**config.mk**
```make
export PLATFORM = sky130hd
export DESIGN_NAME = ias_sequencer
export DESIGN_NICKNAME = d
export VERILOG_FILES = /design/src/design/ias_sequencer.v
export VERILOG_INCLUDE_DIRS = /design/src /design/src/design
export SDC_FILE = /design/constraint.sdc
export NUM_CORES = 1
export LEC_CHECK = 0
export BUFFER_PORTS_ARGS = -buffer_cell sky130_fd_sc_hd__buf_4
export CORE_ASPECT_RATIO = 0.75
export CORE_MARGIN = 3
export CORE_UTILIZATION = 57
export DETAILED_ROUTE_END_ITERATION = 12
export PLACE_DENSITY = 0.81
export SLEW_MARGIN = 25
export SYNTH_ARGS = -nofsm -noshare
export SYNTH_HDL_FRONTEND = slang
export SYNTH_SLANG_ARGS = --single-unit
```
**constraint.sdc**
```tcl
create_clock -name clk -period 2.1 [get_ports clk]
set_input_delay 0.105 -clock clk [delete_from_list [all_inputs] [get_ports clk]]
set_output_delay 0.105 -clock clk [all_outputs]
set_load 0.005 [all_outputs]
```
**src/design/ias_map.vh**
```
`ifndef IAS_MAP_VH
`define IAS_MAP_VH
// Register byte addresses on the APB side
`define IAS_REG_CTRL 12'h000
`define IAS_REG_DAC 12'h004
`define IAS_REG_ADC 12'h008
`define IAS_REG_STAT 12'h00C
// Control byte field positions
`define IAS_CTRL_OUT_EN 6
`define IAS_CTRL_MODE_HI 5
`define IAS_CTRL_MODE_LO 4
`define IAS_CTRL_AUTOINC 2
// Reserved bits 7 and 3 always store as zero
`define IAS_CTRL_MASK 8'h77
// Reset values
`define IAS_CTRL_RESET 8'h00
`define IAS_DAC_RESET 8'h00
`define IAS_ADC_RESET 8'h80
// Sign flip for differential results, first SAR trial
`define IAS_DIFF_FLIP 8'h80
// Clock and conversion oscillator rates
`define IAS_CLK_KHZ 10000
`define IAS_OSC_KHZ 1000
// Fixed address part, arbitrary value
`define IAS_FIXED_ADDR 4'h5
`endif

```
**src/design/ias_sequencer.v**
```verilog
// What this block does
// - Third write byte sets output level
// - Control flag switches output buffer
// - Active output holds until next byte
// - Buffer held during every input conversion
// - Read address starts a conversion
// - Trigger at ack clock fall, overlap shift
// - Sample channel, 8-bit successive approximation
// - Differential pairs give two's complement
// - Store result, then auto-increment channel
// - First read byte is previous result
// - Result register resets to 80 hex
// - Low select: internal oscillator, drive pin
// - High select: pin released, external clock
// - Data stable while clock high
// - Start and stop are data edges
// - Matching address and every write byte get acknowledged
// - Ack holds data low through clock high
// - Master nack ends read, data released
// - Address first, direction bit decides
// - Write ends on stop or restart
// - Second write byte is control register
// - Bit 6 enables output and oscillator
// - Excess channel clamps, increment wraps
// - Reset clears control, output off
//
// Added by the designer: the address map and the APB register port.
`timescale 1ns/10ps
`include "ias_map.vh"
module ias_sequencer #(
  parameter CLK_KHZ = `IAS_CLK_KHZ,
  parameter OSC_KHZ = `IAS_OSC_KHZ
) (
  // Clock and reset
  input wire clk,
  input wire reset_n,
  // APB slave
  input wire psel,
  input wire penable,
  input wire pwrite,
  input wire [11:0] paddr,
  input wire [31:0] pwdata,
  output reg [31:0] prdata,
  output wire pready,
  output wire pslverr,
  // Serial bus, open drain
  input wire scl_in,
  input wire sda_in,
  output wire sda_out,
  output wire sda_oe_n,
  // Address and oscillator straps
  input wire hw_addr_bit_lo,
  input wire hw_addr_bit_mid,
  input wire hw_addr_bit_hi,
  input wire osc_source_select,
  // Oscillator pin, two-way
  input wire oscillator_pin_in,
  output wire oscillator_pin_out,
  output wire oscillator_pin_oe_n,
  // Converter analog front end
  output reg [7:0] dac_tap,
  output reg buffer_enable,
  output reg buffer_hold,
  output reg sample_strobe,
  output reg autozero_tick,
  output reg [1:0] mux_channel,
  output reg [1:0] mux_mode,
  input wire comp_in
);

  // Half period of the internal oscillator, in clk cycles
  localparam integer OSC_HALF_I = CLK_KHZ / (2 * OSC_KHZ);
  localparam [7:0] OSC_HALF = (OSC_HALF_I < 1) ? 8'h01 : OSC_HALF_I[7:0];
  // Serial protocol states
  localparam [2:0] ST_IDLE = 3'd0;
  localparam [2:0] ST_ADDR = 3'd1;
  localparam [2:0] ST_AACK = 3'd2;
  localparam [2:0] ST_WR = 3'd3;
  localparam [2:0] ST_WACK = 3'd4;
  localparam [2:0] ST_RD = 3'd5;
  localparam [2:0] ST_RACK = 3'd6;
  // Highest channel for each input mode
  function [1:0] max_ch;
    input [1:0] mode;
    begin
      case (mode)
        2'd0: max_ch = 2'd3;
        2'd1: max_ch = 2'd2;
        2'd2: max_ch = 2'd2;
        default: max_ch = 2'd1;
      endcase
    end
  endfunction
  // Clamp a requested channel to what the mode offers
  function [1:0] clamp_ch;
    input [1:0] ch;
    input [1:0] mode;
    begin
      clamp_ch = (ch > max_ch(mode)) ? max_ch(mode) : ch;
    end
  endfunction

  // Pin order: scl, sda, osc in, addr lo, mid, hi, select
  wire [6:0] pins;
  assign pins = {osc_source_select, hw_addr_bit_hi, hw_addr_bit_mid,
                 hw_addr_bit_lo, oscillator_pin_in, sda_in, scl_in};

  reg [6:0] s1_q; // First stage, read only by s2
  reg [6:0] s2_q;
  reg [6:0] s3_q;
  reg [6:0] lvl_q; // Accepted levels
  reg [6:0] prv_q; // Levels one cycle back

  // Three-stage synchroniser; a level counts when stages 2 and 3 agree
  always @(posedge clk or negedge reset_n) begin
    if (!reset_n) begin
      s1_q <= 7'h03;
      s2_q <= 7'h03;
      s3_q <= 7'h03;
      lvl_q <= 7'h03;
      prv_q <= 7'h03;
    end else begin
      s1_q <= pins;
      s2_q <= s1_q;
      s3_q <= s2_q;
      lvl_q <= ((s2_q ~^ s3_q) & s2_q) | ((s2_q ^ s3_q) & lvl_q);
      prv_q <= lvl_q;
    end
  end

  // Bus events from the filtered levels
  wire scl_rise = lvl_q[0] & ~prv_q[0];
  wire scl_fall = ~lvl_q[0] & prv_q[0];
  // Data edges with clock high are conditions, not data
  wire start_ev = lvl_q[0] & prv_q[0] & prv_q[1] & ~lvl_q[1];
  wire stop_ev = lvl_q[0] & prv_q[0] & ~prv_q[1] & lvl_q[1];
  wire ext_sel = lvl_q[6];
  wire [6:0] my_addr = {`IAS_FIXED_ADDR, lvl_q[5:3]};
  // Protocol and register state
  reg [2:0] st_q;
  reg [3:0] bcnt_q; // Bits taken in the current byte
  reg [7:0] rx_q; // Receive shifter
  reg [7:0] tx_q; // Transmit shifter
  reg drv_q; // Pull data low when set
  reg mack_q; // Master ack level, low means more
  reg widx_q; // Clear until control byte stored
  reg [7:0] ctrl_q;
  reg [7:0] dac_q;
  reg ctrl_ld_q; // Control just loaded
  reg go_q; // Conversion trigger pulse
  reg [7:0] adc_q; // Result awaiting transmission
  reg busy_q;
  // Open drain: value is always low, enable low while pulling
  assign sda_out = 1'b0;
  assign sda_oe_n = ~drv_q;

  // Zero wait state slave
  assign pready = 1'b1;
  wire hit = (paddr == `IAS_REG_CTRL) | (paddr == `IAS_REG_DAC) |
             (paddr == `IAS_REG_ADC) | (paddr == `IAS_REG_STAT);
  assign pslverr = psel & penable & ~hit;
  wire apb_wr = psel & penable & pwrite & hit;

  // Serial slave and register writes
  always @(posedge clk or negedge reset_n) begin
    if (!reset_n) begin
      st_q <= ST_IDLE;
      bcnt_q <= 4'h0;
      rx_q <= 8'h00;
      tx_q <= 8'h00;
      drv_q <= 1'b0;
      mack_q <= 1'b1;
      widx_q <= 1'b0;
      ctrl_q <= `IAS_CTRL_RESET;
      dac_q <= `IAS_DAC_RESET;
      ctrl_ld_q <= 1'b0;
      go_q <= 1'b0;
    end else begin
      ctrl_ld_q <= 1'b0;
      go_q <= 1'b0;
      // Software may also set control and output level
      if (apb_wr && paddr == `IAS_REG_CTRL) begin
        ctrl_q <= pwdata[7:0] & `IAS_CTRL_MASK;
        ctrl_ld_q <= 1'b1;
      end
      if (apb_wr && paddr == `IAS_REG_DAC) begin
        dac_q <= pwdata[7:0];
      end
      if (start_ev) begin
        // Start or repeated start always wins
        st_q <= ST_ADDR;
        bcnt_q <= 4'h0;
        drv_q <= 1'b0;
        widx_q <= 1'b0;
      end else if (stop_ev) begin
        st_q <= ST_IDLE;
        drv_q <= 1'b0;
      end else begin
        // Data is sampled on the rising clock edge
        if (scl_rise) begin
          if (st_q == ST_ADDR || st_q == ST_WR) begin
            rx_q <= {rx_q[6:0], lvl_q[1]};
            bcnt_q <= bcnt_q + 4'h1;
          end
          if (st_q == ST_RACK) begin
            mack_q <= lvl_q[1];
          end
        end
        // Data is changed only on the falling clock edge
        if (scl_fall) begin
          case (st_q)
            ST_ADDR: begin
              if (bcnt_q == 4'h8) begin
                if (rx_q[7:1] == my_addr) begin
                  st_q <= ST_AACK;
                  drv_q <= 1'b1;
                end else begin
                  st_q <= ST_IDLE;
                end
              end
            end
            ST_AACK: begin
              bcnt_q <= 4'h0;
              if (rx_q[0]) begin
                // Read: send old result, start new conversion
                st_q <= ST_RD;
                tx_q <= adc_q;
                drv_q <= ~adc_q[7];
                go_q <= 1'b1;
              end else begin
                st_q <= ST_WR;
                drv_q <= 1'b0;
              end
            end
            ST_WR: begin
              if (bcnt_q == 4'h8) begin
                st_q <= ST_WACK;
                drv_q <= 1'b1;
                if (!widx_q) begin
                  ctrl_q <= rx_q & `IAS_CTRL_MASK;
                  ctrl_ld_q <= 1'b1;
                  widx_q <= 1'b1;
                end else begin
                  dac_q <= rx_q;
                end
              end
            end
            ST_WACK: begin
              st_q <= ST_WR;
              bcnt_q <= 4'h0;
              drv_q <= 1'b0;
            end
            ST_RD: begin
              if (bcnt_q == 4'h7) begin
                // Release for the master's ack bit
                st_q <= ST_RACK;
                drv_q <= 1'b0;
              end else begin
                tx_q <= {tx_q[6:0], 1'b0};
                drv_q <= ~tx_q[6];
                bcnt_q <= bcnt_q + 4'h1;
              end
            end
            ST_RACK: begin
              bcnt_q <= 4'h0;
              if (!mack_q) begin
                st_q <= ST_RD;
                tx_q <= adc_q;
                drv_q <= ~adc_q[7];
                go_q <= 1'b1;
              end else begin
                // Nack: keep data released until stop
                st_q <= ST_IDLE;
                drv_q <= 1'b0;
              end
            end
            default: begin
              st_q <= ST_IDLE;
              drv_q <= 1'b0;
            end
          endcase
        end
      end
    end
  end

  // Oscillator runs while output enabled or converting
  wire osc_run = ctrl_q[`IAS_CTRL_OUT_EN] | busy_q;
  reg [7:0] ocnt_q;
  reg osc_q;

  // Internal oscillator divided from clk
  always @(posedge clk or negedge reset_n) begin
    if (!reset_n) begin
      ocnt_q <= 8'h00;
      osc_q <= 1'b0;
    end else if (!osc_run || ext_sel) begin
      ocnt_q <= 8'h00;
      osc_q <= 1'b0;
    end else if (ocnt_q == OSC_HALF - 8'h01) begin
      ocnt_q <= 8'h00;
      osc_q <= ~osc_q;
    end else begin
      ocnt_q <= ocnt_q + 8'h01;
    end
  end

  // Internal tick at each oscillator rise, external from pin rising edges
  wire int_tick = osc_run & ~ext_sel & ~osc_q & (ocnt_q == OSC_HALF - 8'h01);
  wire ext_tick = ext_sel & lvl_q[2] & ~prv_q[2];
  wire tick = int_tick | ext_tick;
  assign oscillator_pin_out = osc_q;
  assign oscillator_pin_oe_n = ext_sel;

  reg [7:0] trial_q; // SAR trial code
  reg [7:0] mask_q; // Bit now being decided
  reg [1:0] ch_q;
  reg settle_q; // Set from sampling until the first tick
  wire [1:0] mode = ctrl_q[`IAS_CTRL_MODE_HI:`IAS_CTRL_MODE_LO];
  // Differential when every channel is a pair, or channel 2 of mode 2
  wire is_diff = (mode == 2'd1) | (mode == 2'd3) |
                 ((mode == 2'd2) & (ch_q == 2'd2));
  wire [7:0] decided = comp_in ? trial_q : (trial_q & ~mask_q);
  // Successive approximation sequencer
  always @(posedge clk or negedge reset_n) begin
    if (!reset_n) begin
      trial_q <= 8'h00;
      mask_q <= 8'h00;
      busy_q <= 1'b0;
      settle_q <= 1'b0;
      adc_q <= `IAS_ADC_RESET;
      ch_q <= 2'd0;
      sample_strobe <= 1'b0;
    end else begin
      sample_strobe <= 1'b0;
      if (ctrl_ld_q) begin
        ch_q <= clamp_ch(ctrl_q[1:0], mode);
      end
      if (go_q) begin
        // Take the sample; a new trigger restarts any run
        busy_q <= 1'b1;
        sample_strobe <= 1'b1;
        trial_q <= `IAS_DIFF_FLIP;
        mask_q <= `IAS_DIFF_FLIP;
        settle_q <= 1'b1;
      end else if (busy_q && tick && settle_q) begin
        // A tick may follow the trigger at once; the tap is not shown yet
        settle_q <= 1'b0;
      end else if (busy_q && tick) begin
        if (mask_q[0]) begin
          busy_q <= 1'b0;
          // Straight binary, sign flipped for pairs
          adc_q <= is_diff ? (decided ^ `IAS_DIFF_FLIP) : decided;
          if (ctrl_q[`IAS_CTRL_AUTOINC]) begin
            ch_q <= (ch_q >= max_ch(mode)) ? 2'd0 : ch_q + 2'd1;
          end
        end else begin
          trial_q <= decided | {1'b0, mask_q[7:1]};
          mask_q <= {1'b0, mask_q[7:1]};
        end
      end
    end
  end

  // Analog front end drive, all from flops
  always @(posedge clk or negedge reset_n) begin
    if (!reset_n) begin
      dac_tap <= `IAS_DAC_RESET;
      buffer_enable <= 1'b0;
      buffer_hold <= 1'b0;
      autozero_tick <= 1'b0;
      mux_channel <= 2'd0;
      mux_mode <= 2'd0;
    end else begin
      // Shared ladder shows the trial code while converting
      dac_tap <= busy_q ? trial_q : dac_q;
      buffer_enable <= ctrl_q[`IAS_CTRL_OUT_EN];
      buffer_hold <= busy_q | go_q;
      autozero_tick <= tick & ctrl_q[`IAS_CTRL_OUT_EN];
      // Clamped here too, so channel and mode change together
      mux_channel <= clamp_ch(ch_q, mode);
      mux_mode <= mode;
    end
  end

  // Read data captured in the setup cycle
  always @(posedge clk or negedge reset_n) begin
    if (!reset_n) begin
      prdata <= 32'h00000000;
    end else if (psel && !penable) begin
      case (paddr)
        `IAS_REG_CTRL: prdata <= {24'h000000, ctrl_q};
        `IAS_REG_DAC: prdata <= {24'h000000, dac_q};
        `IAS_REG_ADC: prdata <= {24'h000000, adc_q};
        `IAS_REG_STAT: prdata <= {24'h000000, ext_sel, busy_q, st_q, ch_q, osc_run};
        default: prdata <= 32'h00000000;
      endcase
    end
  end

endmodule

```
After elaboration in Yosys (flattened, before gate mapping)
Index checks and enable logic that the tools add are counted.
- add/subtract/negate cells: 3
- multipliers: 0
- divide/modulo/power cells: 0
- order comparisons: 3
- equal/unequal tests: 27
- shifts and indexed selects: 0
- muxes and demuxes: 101
- bitwise logic cells: 50
- reductions and logical operators: 32
- operator list (cell ; number):
    $mux W8 ; 27
    $mux W1 ; 34
    $mux W2 ; 16
    $pmux W8 S4 ; 1
    $eq A12 B4 Y1 const B ; 2
    $mux W3 ; 8
    $mux W4 ; 6
    $reduce_and A4 Y1 ; 6
    $mux W7 ; 3
    $pmux W7 S3 ; 1
    $and A1 B1 Y1 ; 18
    $pmux W3 S6 ; 1
    $not A1 Y1 ; 16
    $and A7 B7 Y7 ; 2
    $reduce_bool A2 Y1 ; 7
    $eq A12 B3 Y1 const B ; 1
    $logic_not A12 Y1 ; 1
    $ne A2 B2 Y1 const B ; 6
    $ne A4 B3 Y1 const B ; 3
    $eq A3 B3 Y1 const B ; 3
    $add A8 B1 Y8 const B ; 1
    $and A8 B8 Y8 ; 1
    $eq A8 B3 Y1 const B ; 1
    $not A8 Y8 ; 1
    31 further kinds ; 50
- bits in registers: 159
- bits in latches: 0
- RAM bits: 0
- memory bits (read-only): 0
- input port bits: 57
- memories kept: 0

Logic depth before layout (Yosys ltp)
Gate-level depths: netlist of run 1.
- depth in word-level cells: 16
- depth in mapped cells: 8

Worst setup path before layout of run 1
OpenSTA, ideal clock, no wires.
- kind: register -> register
- start point: register ocnt_q[0]
- end point: register ch_q[0]
- arrival: 1698 ps
- slack: 277 ps
- cell stages (with the launch flop): 8
- buffers on the path: 1
- cells stage by stage: dfrtp_1 -> inv_1 -> ha_1 -> and4bb_2 -> and4bb_2 -> buf_4 -> o211ai_2 -> mux2_2
- cells in the longest elaborated chain, start to end: 7
- ends and longest elaborated chain (what ; line ; RTL):
    from (decl) ; ias_sequencer.v:289 ; reg [7:0] ocnt_q;
    from (signal assigned) ; ias_sequencer.v:304 ; ocnt_q <= ocnt_q + 8'h01;
    $eq A8 B3 Y1 (*) ; ias_sequencer.v:309 ; wire int_tick = osc_run & ~ext_sel & ~osc_q & (ocnt_q == OSC_HALF - 8'h01);
    $and A1 B1 Y1 (*) ; ias_sequencer.v:309 ;
    $or A1 B1 Y1 (*) ; ias_sequencer.v:311 ; wire tick = int_tick | ext_tick;
    $logic_and A1 B1 Y1 (*) ; ias_sequencer.v:346, ias_sequencer.v:349 ;
    $mux W2 / $logic_and A1 B1 Y1 (equally long branches) ; ias_sequencer.v:349, ias_sequencer.v:346 ;
    $mux W2 (*) ; ias_sequencer.v:346 ; end else if (busy_q && tick && settle_q) begin
    $mux W2 (*) ; ias_sequencer.v:339 ; if (go_q) begin
    to (signal assigned) ; ias_sequencer.v:337 ; ch_q <= clamp_ch(ctrl_q[1:0], mode);
    to (signal assigned) ; ias_sequencer.v:355 ; ch_q <= (ch_q >= max_ch(mode)) ? 2'd0 : ch_q + 2'd1;
    to (decl) ; ias_sequencer.v:317 ; reg [1:0] ch_q;
Every way passes the cells marked *; elsewhere a longest branch is shown, timed or not.
A chain may end at the register's enable or synchronous reset.

Worst setup path after layout of run 1
- start point: register ctrl_q[5]
- end point: register ch_q[0]
- cells in the longest elaborated chain, start to end: 15
- ends and longest elaborated chain (what ; line ; RTL):
    from (decl) ; ias_sequencer.v:147 ; reg [7:0] ctrl_q;
    from (signal assigned) ; ias_sequencer.v:174 ; ctrl_q <= `IAS_CTRL_RESET;
    from (signal assigned) ; ias_sequencer.v:183 ; ctrl_q <= pwdata[7:0] & `IAS_CTRL_MASK;
    from (signal assigned) ; ias_sequencer.v:240 ; ctrl_q <= rx_q & `IAS_CTRL_MASK;
    $eq A2 B1 Y1 / $eq A2 B2 Y1 (equally long branches) ; ias_sequencer.v:86 ; case (mode)
    $reduce_or A2 Y1 (no line) ; n/a ;
    $pmux W2 S2 (*) ; ias_sequencer.v:86 ;
    $mux W2 ; ias_sequencer.v:354 ; if (ctrl_q[`IAS_CTRL_AUTOINC]) begin
    $mux W2 ; ias_sequencer.v:350 ; if (mask_q[0]) begin
    $mux W2 ; ias_sequencer.v:349 ; end else if (busy_q && tick) begin
    $mux W2 ; ias_sequencer.v:346 ;
    $mux W2 ; ias_sequencer.v:339 ;
    $ge A2 B2 Y1 ; ias_sequencer.v:355 ;
    $mux W2 ; ias_sequencer.v:355 ;
    $mux W2 ; ias_sequencer.v:354 ;
    $mux W2 ; ias_sequencer.v:350 ;
    $mux W2 ; ias_sequencer.v:349 ;
    $mux W2 ; ias_sequencer.v:346 ;
    $mux W2 (*) ; ias_sequencer.v:339 ;
Every way passes the cells marked *; elsewhere a longest branch is shown, timed or not. The select of a mux whose other input is x is not followed.

==> flow_summary.html, run 1 <==
<table>
<tr><th>Metric</th><th>Value</th></tr>
<tr><th colspan="2">Floorplanning</th></tr>
<tr><td>Number of top-level pins</td><td>111</td></tr>
<tr><td>Full die area</td><td>13000 um^2</td></tr>
<tr><td>Vert. Die Dim</td><td>99.5 um</td></tr>
<tr><td>Die X</td><td>131 um</td></tr>
<tr><td>Core area</td><td>11100 um^2</td></tr>
<tr><td>Effective utilization at floorplan</td><td>59.6%</td></tr>
<tr><td>Number of cell rows</td><td>33</td></tr>
<tr><th colspan="2">Pwr</th></tr>
<tr><td>Pleak</td><td>3.81 nW</td></tr>
<tr><td>Power density over the cells</td><td>814 nW/um^2</td></tr>
<tr><td>IR drop worst, VDD</td><td>0.000583 V</td></tr>
<tr><td>Final Total Pwr</td><td>0.00639 W</td></tr>
<tr><th colspan="2">Cells and area</th></tr>
<tr><td>Cell area after layout</td><td>7860 um^2</td></tr>
<tr><td>Relative area change from synthesis to final layout</td><td>18.2%</td></tr>
<tr><td>Most used cells in the layout excluding fill and tap cells</td><td>dfrtp_1, buf_4, nand2_1, mux2_2, nor2_1</td></tr>
<tr><td>Fraction of final layout cells sized beyond drive strength 1</td><td>25.6%</td></tr>
<tr><td>Number of antenna cells inserted</td><td>0</td></tr>
<tr><td>Fill cells</td><td>765</td></tr>
<tr><td>Number of nets in the finished design</td><td>753</td></tr>
<tr><td>Core Util, Final</td><td>70.5%</td></tr>
<tr><td>Most frequent standard cell in the layout excluding fill and tap cells</td><td>dfrtp_1</td></tr>
<tr><th colspan="2">Clocking</th></tr>
<tr><td>Cell at the root of the clock tree</td><td>clkbuf_16</td></tr>
<tr><td>CTS H-Tree Depth</td><td>4</td></tr>
<tr><td>Number of clock sinks</td><td>135</td></tr>
<tr><td>Worst skew pair latency</td><td>410 ps</td></tr>
<tr><td>Total CTS buffers</td><td>17</td></tr>
<tr><td>TritonCTS clock tree</td><td>yes</td></tr>
<tr><td>Clk buf depth</td><td>2</td></tr>
<tr><td>Worst-path clk slew</td><td>60 ps</td></tr>
<tr><th colspan="2">Logic synthesis</th></tr>
<tr><td>Syn Std Cell Area</td><td>6650 um^2</td></tr>
<tr><td>Flip-flop and latch count after synthesis</td><td>135</td></tr>
<tr><td>Number of warnings printed during yosys synthesis</td><td>0</td></tr>
<tr><td>Area share of the largest cell type after synthesis</td><td>46.3%</td></tr>
<tr><td>Avg Cell Area, Syn</td><td>11.3 um^2</td></tr>
<tr><td>Netlist cell types</td><td>67</td></tr>
<tr><td>Largest cells by area after synthesis</td><td>dfrtp_1, mux2_2, mux2i_1, dfstp_2, ha_1</td></tr>
<tr><td>Number of synthesized flops with an enable pin</td><td>0</td></tr>
<tr><td>Prevailing post-synth register cell</td><td>dfrtp_1</td></tr>
<tr><td>Part of the Yosys area used for sequential elements</td><td>51.0%</td></tr>
<tr><td>Dominant cell type by area after synthesis</td><td>dfrtp_1</td></tr>
<tr><td>Synthesized instance count</td><td>591</td></tr>
<tr><td>Share of async-settable or async-resettable flops after synthesis</td><td>100%</td></tr>
<tr><th colspan="2">GRT</th></tr>
<tr><td>Wire length of the first global-routing pass</td><td>25.6 mm</td></tr>
<tr><td>Number of antenna violations at the first check in global routing</td><td>1</td></tr>
<tr><td>GRT Residual Overflow</td><td>0</td></tr>
<tr><td>Vias in the first global route</td><td>4910</td></tr>
<tr><td>Maximum number of pins on one net before global-route repair</td><td>77</td></tr>
<tr><td>Global router's overall resource usage</td><td>25.8%</td></tr>
<tr><th colspan="2">Critical path</th></tr>
<tr><td>CP required</td><td>2390 ps</td></tr>
<tr><td>Endpoint of the lowest-slack register-to-register path</td><td>ch_q[0]$_DFF_PN0_</td></tr>
<tr><td>Path type of the worst setup path</td><td>reg2reg</td></tr>
<tr><td>Critical Path AT</td><td>2290 ps</td></tr>
<tr><td>Source of the worst register-to-register timing path</td><td>ctrl_q[5]$_DFF_PN0_</td></tr>
<tr><td>Largest fanout on the critical path</td><td>6</td></tr>
<tr><td>Reg2Reg Depth</td><td>7</td></tr>
<tr><td>Worst setup EP type</td><td>flop</td></tr>
<tr><td>Register-to-register path setup slack</td><td>110 ps</td></tr>
<tr><td>Startpoint type of the worst setup path</td><td>flop</td></tr>
<tr><th colspan="2">Placed design</th></tr>
<tr><td>Number of port buffers</td><td>60</td></tr>
<tr><td>Placer Congestion</td><td>0.886</td></tr>
<tr><td>Placement Cell Area</td><td>7200 um^2</td></tr>
<tr><td>DP Wirelength</td><td>11.0 mm</td></tr>
<tr><th colspan="2">STA</th></tr>
<tr><td>FMAX</td><td>502 MHz</td></tr>
<tr><td>Slew Viols, Final</td><td>0</td></tr>
<tr><td>Number of setup violations in the final report</td><td>0</td></tr>
<tr><td>Transition time at the pin with the least slew margin</td><td>667 ps</td></tr>
<tr><td>Worst max-slew margin expressed relative to the limit</td><td>55.5%</td></tr>
<tr><td>Portion of the clock cycle consumed by the worst path in the final layout</td><td>94.9%</td></tr>
<tr><td>Final-report hold violation count</td><td>0</td></tr>
<tr><td>Final hold slack</td><td>12.4 ps</td></tr>
<tr><td>RSZ-0062 raised after global routing</td><td>no</td></tr>
<tr><td>Post-route minimum period</td><td>1990 ps</td></tr>
<tr><td>Final worst clock skew</td><td>10.5 ps</td></tr>
<tr><td>Total Neg Setup Slack</td><td>0 ps</td></tr>
<tr><th colspan="2">Detailed routing</th></tr>
<tr><td>First-pass iteration count of the detailed router</td><td>5</td></tr>
<tr><td>Final WL</td><td>16.1 mm</td></tr>
<tr><td>Routed via count</td><td>5004</td></tr>
<tr><td>Average wire per standard cell</td><td>19.5 um</td></tr>
<tr><td>Remaining antenna violation count after routing</td><td>0</td></tr>
<tr><td>Iteration-0 DRC count of the detailed router</td><td>617</td></tr>
<tr><td>Detailed-route DRC error count</td><td>0</td></tr>
<tr><td>Number of vias per cell</td><td>6.04</td></tr>
<tr><th colspan="2">Min path</th></tr>
<tr><td>Worst hold start</td><td>pwdata[3]</td></tr>
<tr><td>Min-Delay Path Class</td><td>in2reg</td></tr>
<tr><td>Endpoint of the worst hold path</td><td>dac_q[3]$_DFF_PN0_</td></tr>
<tr><td>Cell depth of the worst min-delay path</td><td>3</td></tr>
<tr><th colspan="2">Job</th></tr>
<tr><td>Max-capacitance violation count</td><td>0</td></tr>
<tr><th colspan="2">Outcome</th></tr>
<tr><td>Outcome</td><td>finished clean</td></tr>
</table>
[critical path, stage by stage (launching register included)]
cell and delay (ps):
dfrtp_2 460, ha_1 260, inv_1 90, ha_1 320
nor2_1 50, o21ai_0 230, a41oi_1 170, mux2_2 290
[kinds of logic after synthesis]
| kind of cell | count (synthesis) | synth area share (%) |
|---|---|---|
| other | 2 | 0.113 |
| adder cells (fa/ha/maj) | 21 | 3.95 |
| XOR/XNOR | 12 | 1.58 |
| buffers and inverters | 70 | 5.87 |
| multiplexers | 72 | 11.6 |
| AO/OA/AOI/OAI | 123 | 12.5 |
| flip-flops | 135 | 51.0 |
| AND/OR/NAND/NOR | 156 | 13.4 |
[report_power, final]
part | switching [W] | leakage, nW | internal, W | total (W)
clock | 0.00113 | 0.246 | 0.00154 | 0.00267
sequential | 0.000235 | 1.60 | 0.00279 | 0.00303
combinational | 0.000360 | 1.96 | 0.000334 | 0.000694
[flip-flops by register name, indices dropped and copies added, names as in the netlist, 2 cells and up]
signal,count
trial_q,8
bcnt_q,4
ch_q,2
st_q,3
dac_q,8
mux_channel,2
mux_mode,2
s2_q,7
lvl_q,7
ocnt_q,8
ctrl_q,8
prv_q,3
prdata,8
mask_q,8
adc_q,8
dac_tap,8
tx_q,7
s1_q,7
s3_q,7
rx_q,8
[what timing repair did]
item / 4_1_cts / 5_1_grt
gates resized for setup: 0 / 3
hold endpoints to repair: 78 / 0
buffers inserted: 0 / 1
hold buffers: 11 / 0
endpoints found under the setup margin: 0 / 1
[cells in the mapped netlist (all sizes together), types with 4 or more instances]
cell / instances
dfrtp: 123
buf: 41
nand2: 40
mux2: 38
nor2: 36
mux2i: 34
o21ai: 27
a21oi: 21
ha: 21
inv: 20
nor2b: 16
o211ai: 15
o22ai: 15
dfstp: 12
a21o: 11
nand2b: 10
clkbuf: 9
xor2: 8
and3: 7
nor4: 6
a211oi: 5
nand3b: 5
nor3: 5
o211a: 5
and3b: 4
nand3: 4
xnor2: 4
[area by class of cell]
type                    instances  area (um^2)  share of cell area, %
clock inverters                11         78.8                   1.00
flip-flops and latches        135         3400                   43.2
inverters                      20         75.1                  0.955
well taps                     140          175                   2.23
multi-input cells             410         2970                   37.8
clock buffers                  21          450                   5.73
repair buffers                 91          714                   9.09
[per-stage QoR]
stage          instances  setup WS (ps)
3_5_place_dp         784           65.0
4_1_cts              827           42.6
3_3_place_gp         784            177
6_report             828            107
5_1_grt              828           7.43
2_1_floorplan        615            277
[layer usage]
layer | routed length, um | track usage, % | up-vias | share of wire (%)
met2 | 7770 | 40.3 | 244 | 48
met1 | 6830 | 35.7 | 2473 | 42
li1 | - | - | 2240 | -
met3 | 1150 | 5.15 | 45 | 7.1
met4 | 394 | 9.80 | 2 | 2.4
met5 | 8 | 0 | - | 0.050
[worst max-delay path by stage]
stage | startpoint | to | slack, ps
floorplan | ocnt_q[0]$_DFF_PN0_ | ch_q[0]$_DFF_PN0_ | 280
global placement | ctrl_q[4]$_DFF_PN0_ | ch_q[0]$_DFF_PN0_ | 180
detailed placement | ctrl_q[4]$_DFF_PN0_ | ch_q[0]$_DFF_PN0_ | 60
CTS | ctrl_q[4]$_DFF_PN0_ | ch_q[0]$_DFF_PN0_ | 40
global route | paddr[1] | pslverr | 7
finish | ctrl_q[5]$_DFF_PN0_ | ch_q[0]$_DFF_PN0_ | 110
(Power assumes the default switching activity.)
==> run 2: changes to the inputs <==
Settings changed: CELL_PAD_IN_SITES_DETAIL_PLACEMENT from default to 1, CELL_PAD_IN_SITES_GLOBAL_PLACEMENT from default to 1, CORE_UTILIZATION 57 to 45, PLACE_DENSITY 0.81 to default, PLACE_DENSITY_LB_ADDON from default to 0.1.
==> flow_summary.html, run 2 (synthesis gave the netlist of run 1 again) <==
<table>
<tr><th>Metric</th><th>Value</th></tr>
<tr><th colspan="2">Outcome</th></tr>
<tr><td>Outcome</td><td>finished clean</td></tr>
<tr><th colspan="2">STA</th></tr>
<tr><td>Portion of the clock cycle consumed by the worst path in the final layout</td><td>93.8% (-1.1 points)</td></tr>
<tr><td>RSZ-0062 raised after global routing</td><td>no</td></tr>
<tr><td>Final worst clock skew</td><td>7.13 ps (-3.32 ps)</td></tr>
<tr><td>FMAX</td><td>508 MHz (+1.2%)</td></tr>
<tr><td>Final-report hold violation count</td><td>0 (unchanged)</td></tr>
<tr><td>Number of setup violations in the final report</td><td>0 (unchanged)</td></tr>
<tr><td>Slew Viols, Final</td><td>0 (unchanged)</td></tr>
<tr><td>Post-route minimum period</td><td>1970 ps (-23.7 ps)</td></tr>
<tr><td>Worst max-slew margin expressed relative to the limit</td><td>59.6% (+4.0 points)</td></tr>
<tr><td>Transition time at the pin with the least slew margin</td><td>607 ps (-60.7 ps)</td></tr>
<tr><td>Total Neg Setup Slack</td><td>0 ps (unchanged)</td></tr>
<tr><th colspan="2">Cells and area</th></tr>
<tr><td>Most frequent standard cell in the layout excluding fill and tap cells</td><td>dfrtp_1</td></tr>
<tr><td>Core Util, Final</td><td>57.3% (-13 points)</td></tr>
<tr><td>Multi-input gate area</td><td>2960 um^2 (-0.17%)</td></tr>
<tr><td>Number of antenna cells inserted</td><td>0 (unchanged)</td></tr>
<tr><td>Cell area after layout</td><td>8070 um^2 (+2.7%)</td></tr>
<tr><td>Number of nets in the finished design</td><td>761 (+1.1%)</td></tr>
<tr><td>Register Area</td><td>3390 um^2 (about the same)</td></tr>
<tr><td>Fill cells</td><td>1494 (+95%)</td></tr>
<tr><td>Fraction of final layout cells sized beyond drive strength 1</td><td>26.1% (+0.57 points)</td></tr>
<tr><td>Most used cells in the layout excluding fill and tap cells</td><td>dfrtp_1, buf_4, nand2_1, mux2_2, nor2_1</td></tr>
<tr><td>Post-layout instance count excluding filler cells</td><td>891 (+7.6%)</td></tr>
<tr><td>Relative area change from synthesis to final layout</td><td>21.4%</td></tr>
<tr><th colspan="2">Critical path</th></tr>
<tr><td>Path type of the worst setup path</td><td>reg2reg</td></tr>
<tr><td>Startpoint type of the worst setup path</td><td>flop</td></tr>
<tr><td>Largest fanout on the critical path</td><td>5 (-1)</td></tr>
<tr><td>Critical Path AT</td><td>2280 ps (about the same)</td></tr>
<tr><td>Worst setup EP type</td><td>flop</td></tr>
<tr><td>Source of the worst register-to-register timing path</td><td>ctrl_q[4]$_DFF_PN0_</td></tr>
<tr><td>Crit path from</td><td>ctrl_q[4]$_DFF_PN0_</td></tr>
<tr><td>CP required</td><td>2410 ps (+20 ps)</td></tr>
<tr><th colspan="2">Clocking</th></tr>
<tr><td>CTS H-Tree Depth</td><td>4 (unchanged)</td></tr>
<tr><td>Worst skew pair latency</td><td>430 ps (+20 ps)</td></tr>
<tr><td>Total CTS buffers</td><td>17 (unchanged)</td></tr>
<tr><td>Worst-path clk slew</td><td>70 ps (about the same)</td></tr>
<tr><td>Clk buf depth</td><td>2 (unchanged)</td></tr>
<tr><td>Number of clock sinks</td><td>135 (unchanged)</td></tr>
<tr><td>Cell at the root of the clock tree</td><td>clkbuf_16</td></tr>
<tr><td>TritonCTS clock tree</td><td>yes</td></tr>
<tr><td>Total setup buffers inserted after CTS</td><td>0 (unchanged)</td></tr>
<tr><th colspan="2">GRT</th></tr>
<tr><td>Global router's overall resource usage</td><td>22.7% (-3.1 points)</td></tr>
<tr><td>Routing layer with the top usage in global route</td><td>met2</td></tr>
<tr><td>Met3 layer usage reported by global route</td><td>4.90% (-0.25 points)</td></tr>
<tr><td>Number of antenna violations at the first check in global routing</td><td>0 (-1)</td></tr>
<tr><td>GRT Residual Overflow</td><td>0 (unchanged)</td></tr>
<tr><td>Met1 layer usage reported by global route</td><td>32.3% (-3.4 points)</td></tr>
<tr><td>Met2 Track Usage GR</td><td>35.9% (-4.4 points)</td></tr>
<tr><td>Wire length of the first global-routing pass</td><td>29.2 mm (+14%)</td></tr>
<tr><td>Vias in the first global route</td><td>5207 (+6.0%)</td></tr>
<tr><td>Maximum number of pins on one net before global-route repair</td><td>64 (-17%)</td></tr>
<tr><th colspan="2">Floorplanning</th></tr>
<tr><td>Core area</td><td>14100 um^2 (+26%)</td></tr>
<tr><td>Vert. Die Dim</td><td>111 um (+12%)</td></tr>
<tr><td>Effective utilization at floorplan</td><td>47.2% (-12 points)</td></tr>
<tr><td>Number of top-level pins</td><td>111 (unchanged)</td></tr>
<tr><td>Full die area</td><td>16300 um^2 (+25%)</td></tr>
<tr><td>Die X</td><td>146 um (+12%)</td></tr>
<tr><td>Number of cell rows</td><td>37 (+12%)</td></tr>
<tr><th colspan="2">Pwr</th></tr>
<tr><td>Power density over the cells</td><td>844 nW/um^2 (+3.7%)</td></tr>
<tr><td>Pleak</td><td>3.90 nW (+2.3%)</td></tr>
<tr><td>IR drop worst, VDD</td><td>0.000580 V (-0.39%)</td></tr>
<tr><th colspan="2">Detailed routing</th></tr>
<tr><td>Number of vias per cell</td><td>5.44 (-10%)</td></tr>
<tr><td>Final WL</td><td>17.6 mm (+9.0%)</td></tr>
<tr><td>Detailed-route DRC error count</td><td>0 (unchanged)</td></tr>
<tr><td>Remaining antenna violation count after routing</td><td>0 (unchanged)</td></tr>
<tr><td>First-pass iteration count of the detailed router</td><td>4 (-1)</td></tr>
<tr><td>Routed via count</td><td>4846 (-3.2%)</td></tr>
<tr><td>Iteration-0 DRC count of the detailed router</td><td>379 (-39%)</td></tr>
<tr><td>Average wire per standard cell</td><td>19.7 um (+1.3%)</td></tr>
<tr><th colspan="2">Job</th></tr>
<tr><td>Max-capacitance violation count</td><td>0 (unchanged)</td></tr>
<tr><th colspan="2">Min path</th></tr>
<tr><td>Min-Delay Path Class</td><td>in2reg</td></tr>
<tr><td>Worst hold start</td><td>pwdata[4]</td></tr>
<tr><th colspan="2">Placed design</th></tr>
<tr><td>Placer Congestion</td><td>0.831 (-6.2%)</td></tr>
<tr><td>Placement Cell Area</td><td>7330 um^2 (+1.9%)</td></tr>
<tr><td>DP Wirelength</td><td>12.4 mm (+13%)</td></tr>
<tr><td>Number of instances in the placed design</td><td>846 (+7.9%)</td></tr>
<tr><td>Number of port buffers</td><td>60 (unchanged)</td></tr>
</table>
==> run 2: what timing repair did <==
item,CTS,global route
endpoints found under the setup margin,0,7
gates resized for setup,0,1
hold buffers,13,0
hold endpoints to repair,72,0
==> run 2: final timing paths <==
| path | cells past startpoint | endpoint | slack, ps |
|---|---|---|---|
| max | 7 | ch_q[0]$_DFF_PN0_ | 130 |
| min | 3 | dac_q[4]$_DFF_PN0_ | 20 |
| max reg2reg | 7 | ch_q[0]$_DFF_PN0_ | 130 |
| min reg2reg | 0 | s2_q[6]$_DFF_PN0_ | 350 |
| max in group asynchronous | 3 | s2_q[1]$_DFF_PN1_ | 1140 |
| min in group asynchronous | 2 | mux_channel[0]$_DFF_PN0_ | 230 |
==> run 2: worst max-delay path, cell delays in order (launching register included) <==
cell and delay, ps:
dfrtp_1 420, inv_1 60, ha_1 360, ha_1 320, nor2b_1 130, o21ai_0 150
a41oi_1 130, mux2_2 280
==> run 2: area by class of cell <==
| class | instances | area share (%) |
|---|---|---|
| well taps | 195 | 3.02 |
| clock inverters | 15 | 2.19 |
| inverters | 20 | 0.930 |
| multi-input cells | 410 | 36.7 |
| clock buffers | 17 | 5.27 |
| repair buffers | 99 | 9.82 |
| flip-flops and latches | 135 | 42.1 |
==> run 2: per-stage QoR <==
step / power (W) / setup WS (ps) / hold WS, ps
after floorplan: 0.00347 / 277 / -191
after global routing: 0.00711 / 16.7 / 18.5
final: 0.00681 / 130 / 21.5
after detailed placement: 0.00378 / 82.7 / 131
after global placement: 0.00373 / 142 / 129
after CTS: 0.00687 / 59.5 / 0.788
==> run 2: where the power goes <==
part	leakage (nW)	internal (W)	switching (W)	total (W)
Combinational	2.00	0.000356	0.000394	0.000750
Sequential	1.60	0.00279	0.000218	0.00301
Clock	0.293	0.00170	0.00134	0.00305
==> run 2: layer usage <==
layer	part of all wire (%)	wire length (um)
met2	47	8250
met4	0.95	168
met5	0	0
met1	48	8400
met3	4.4	776
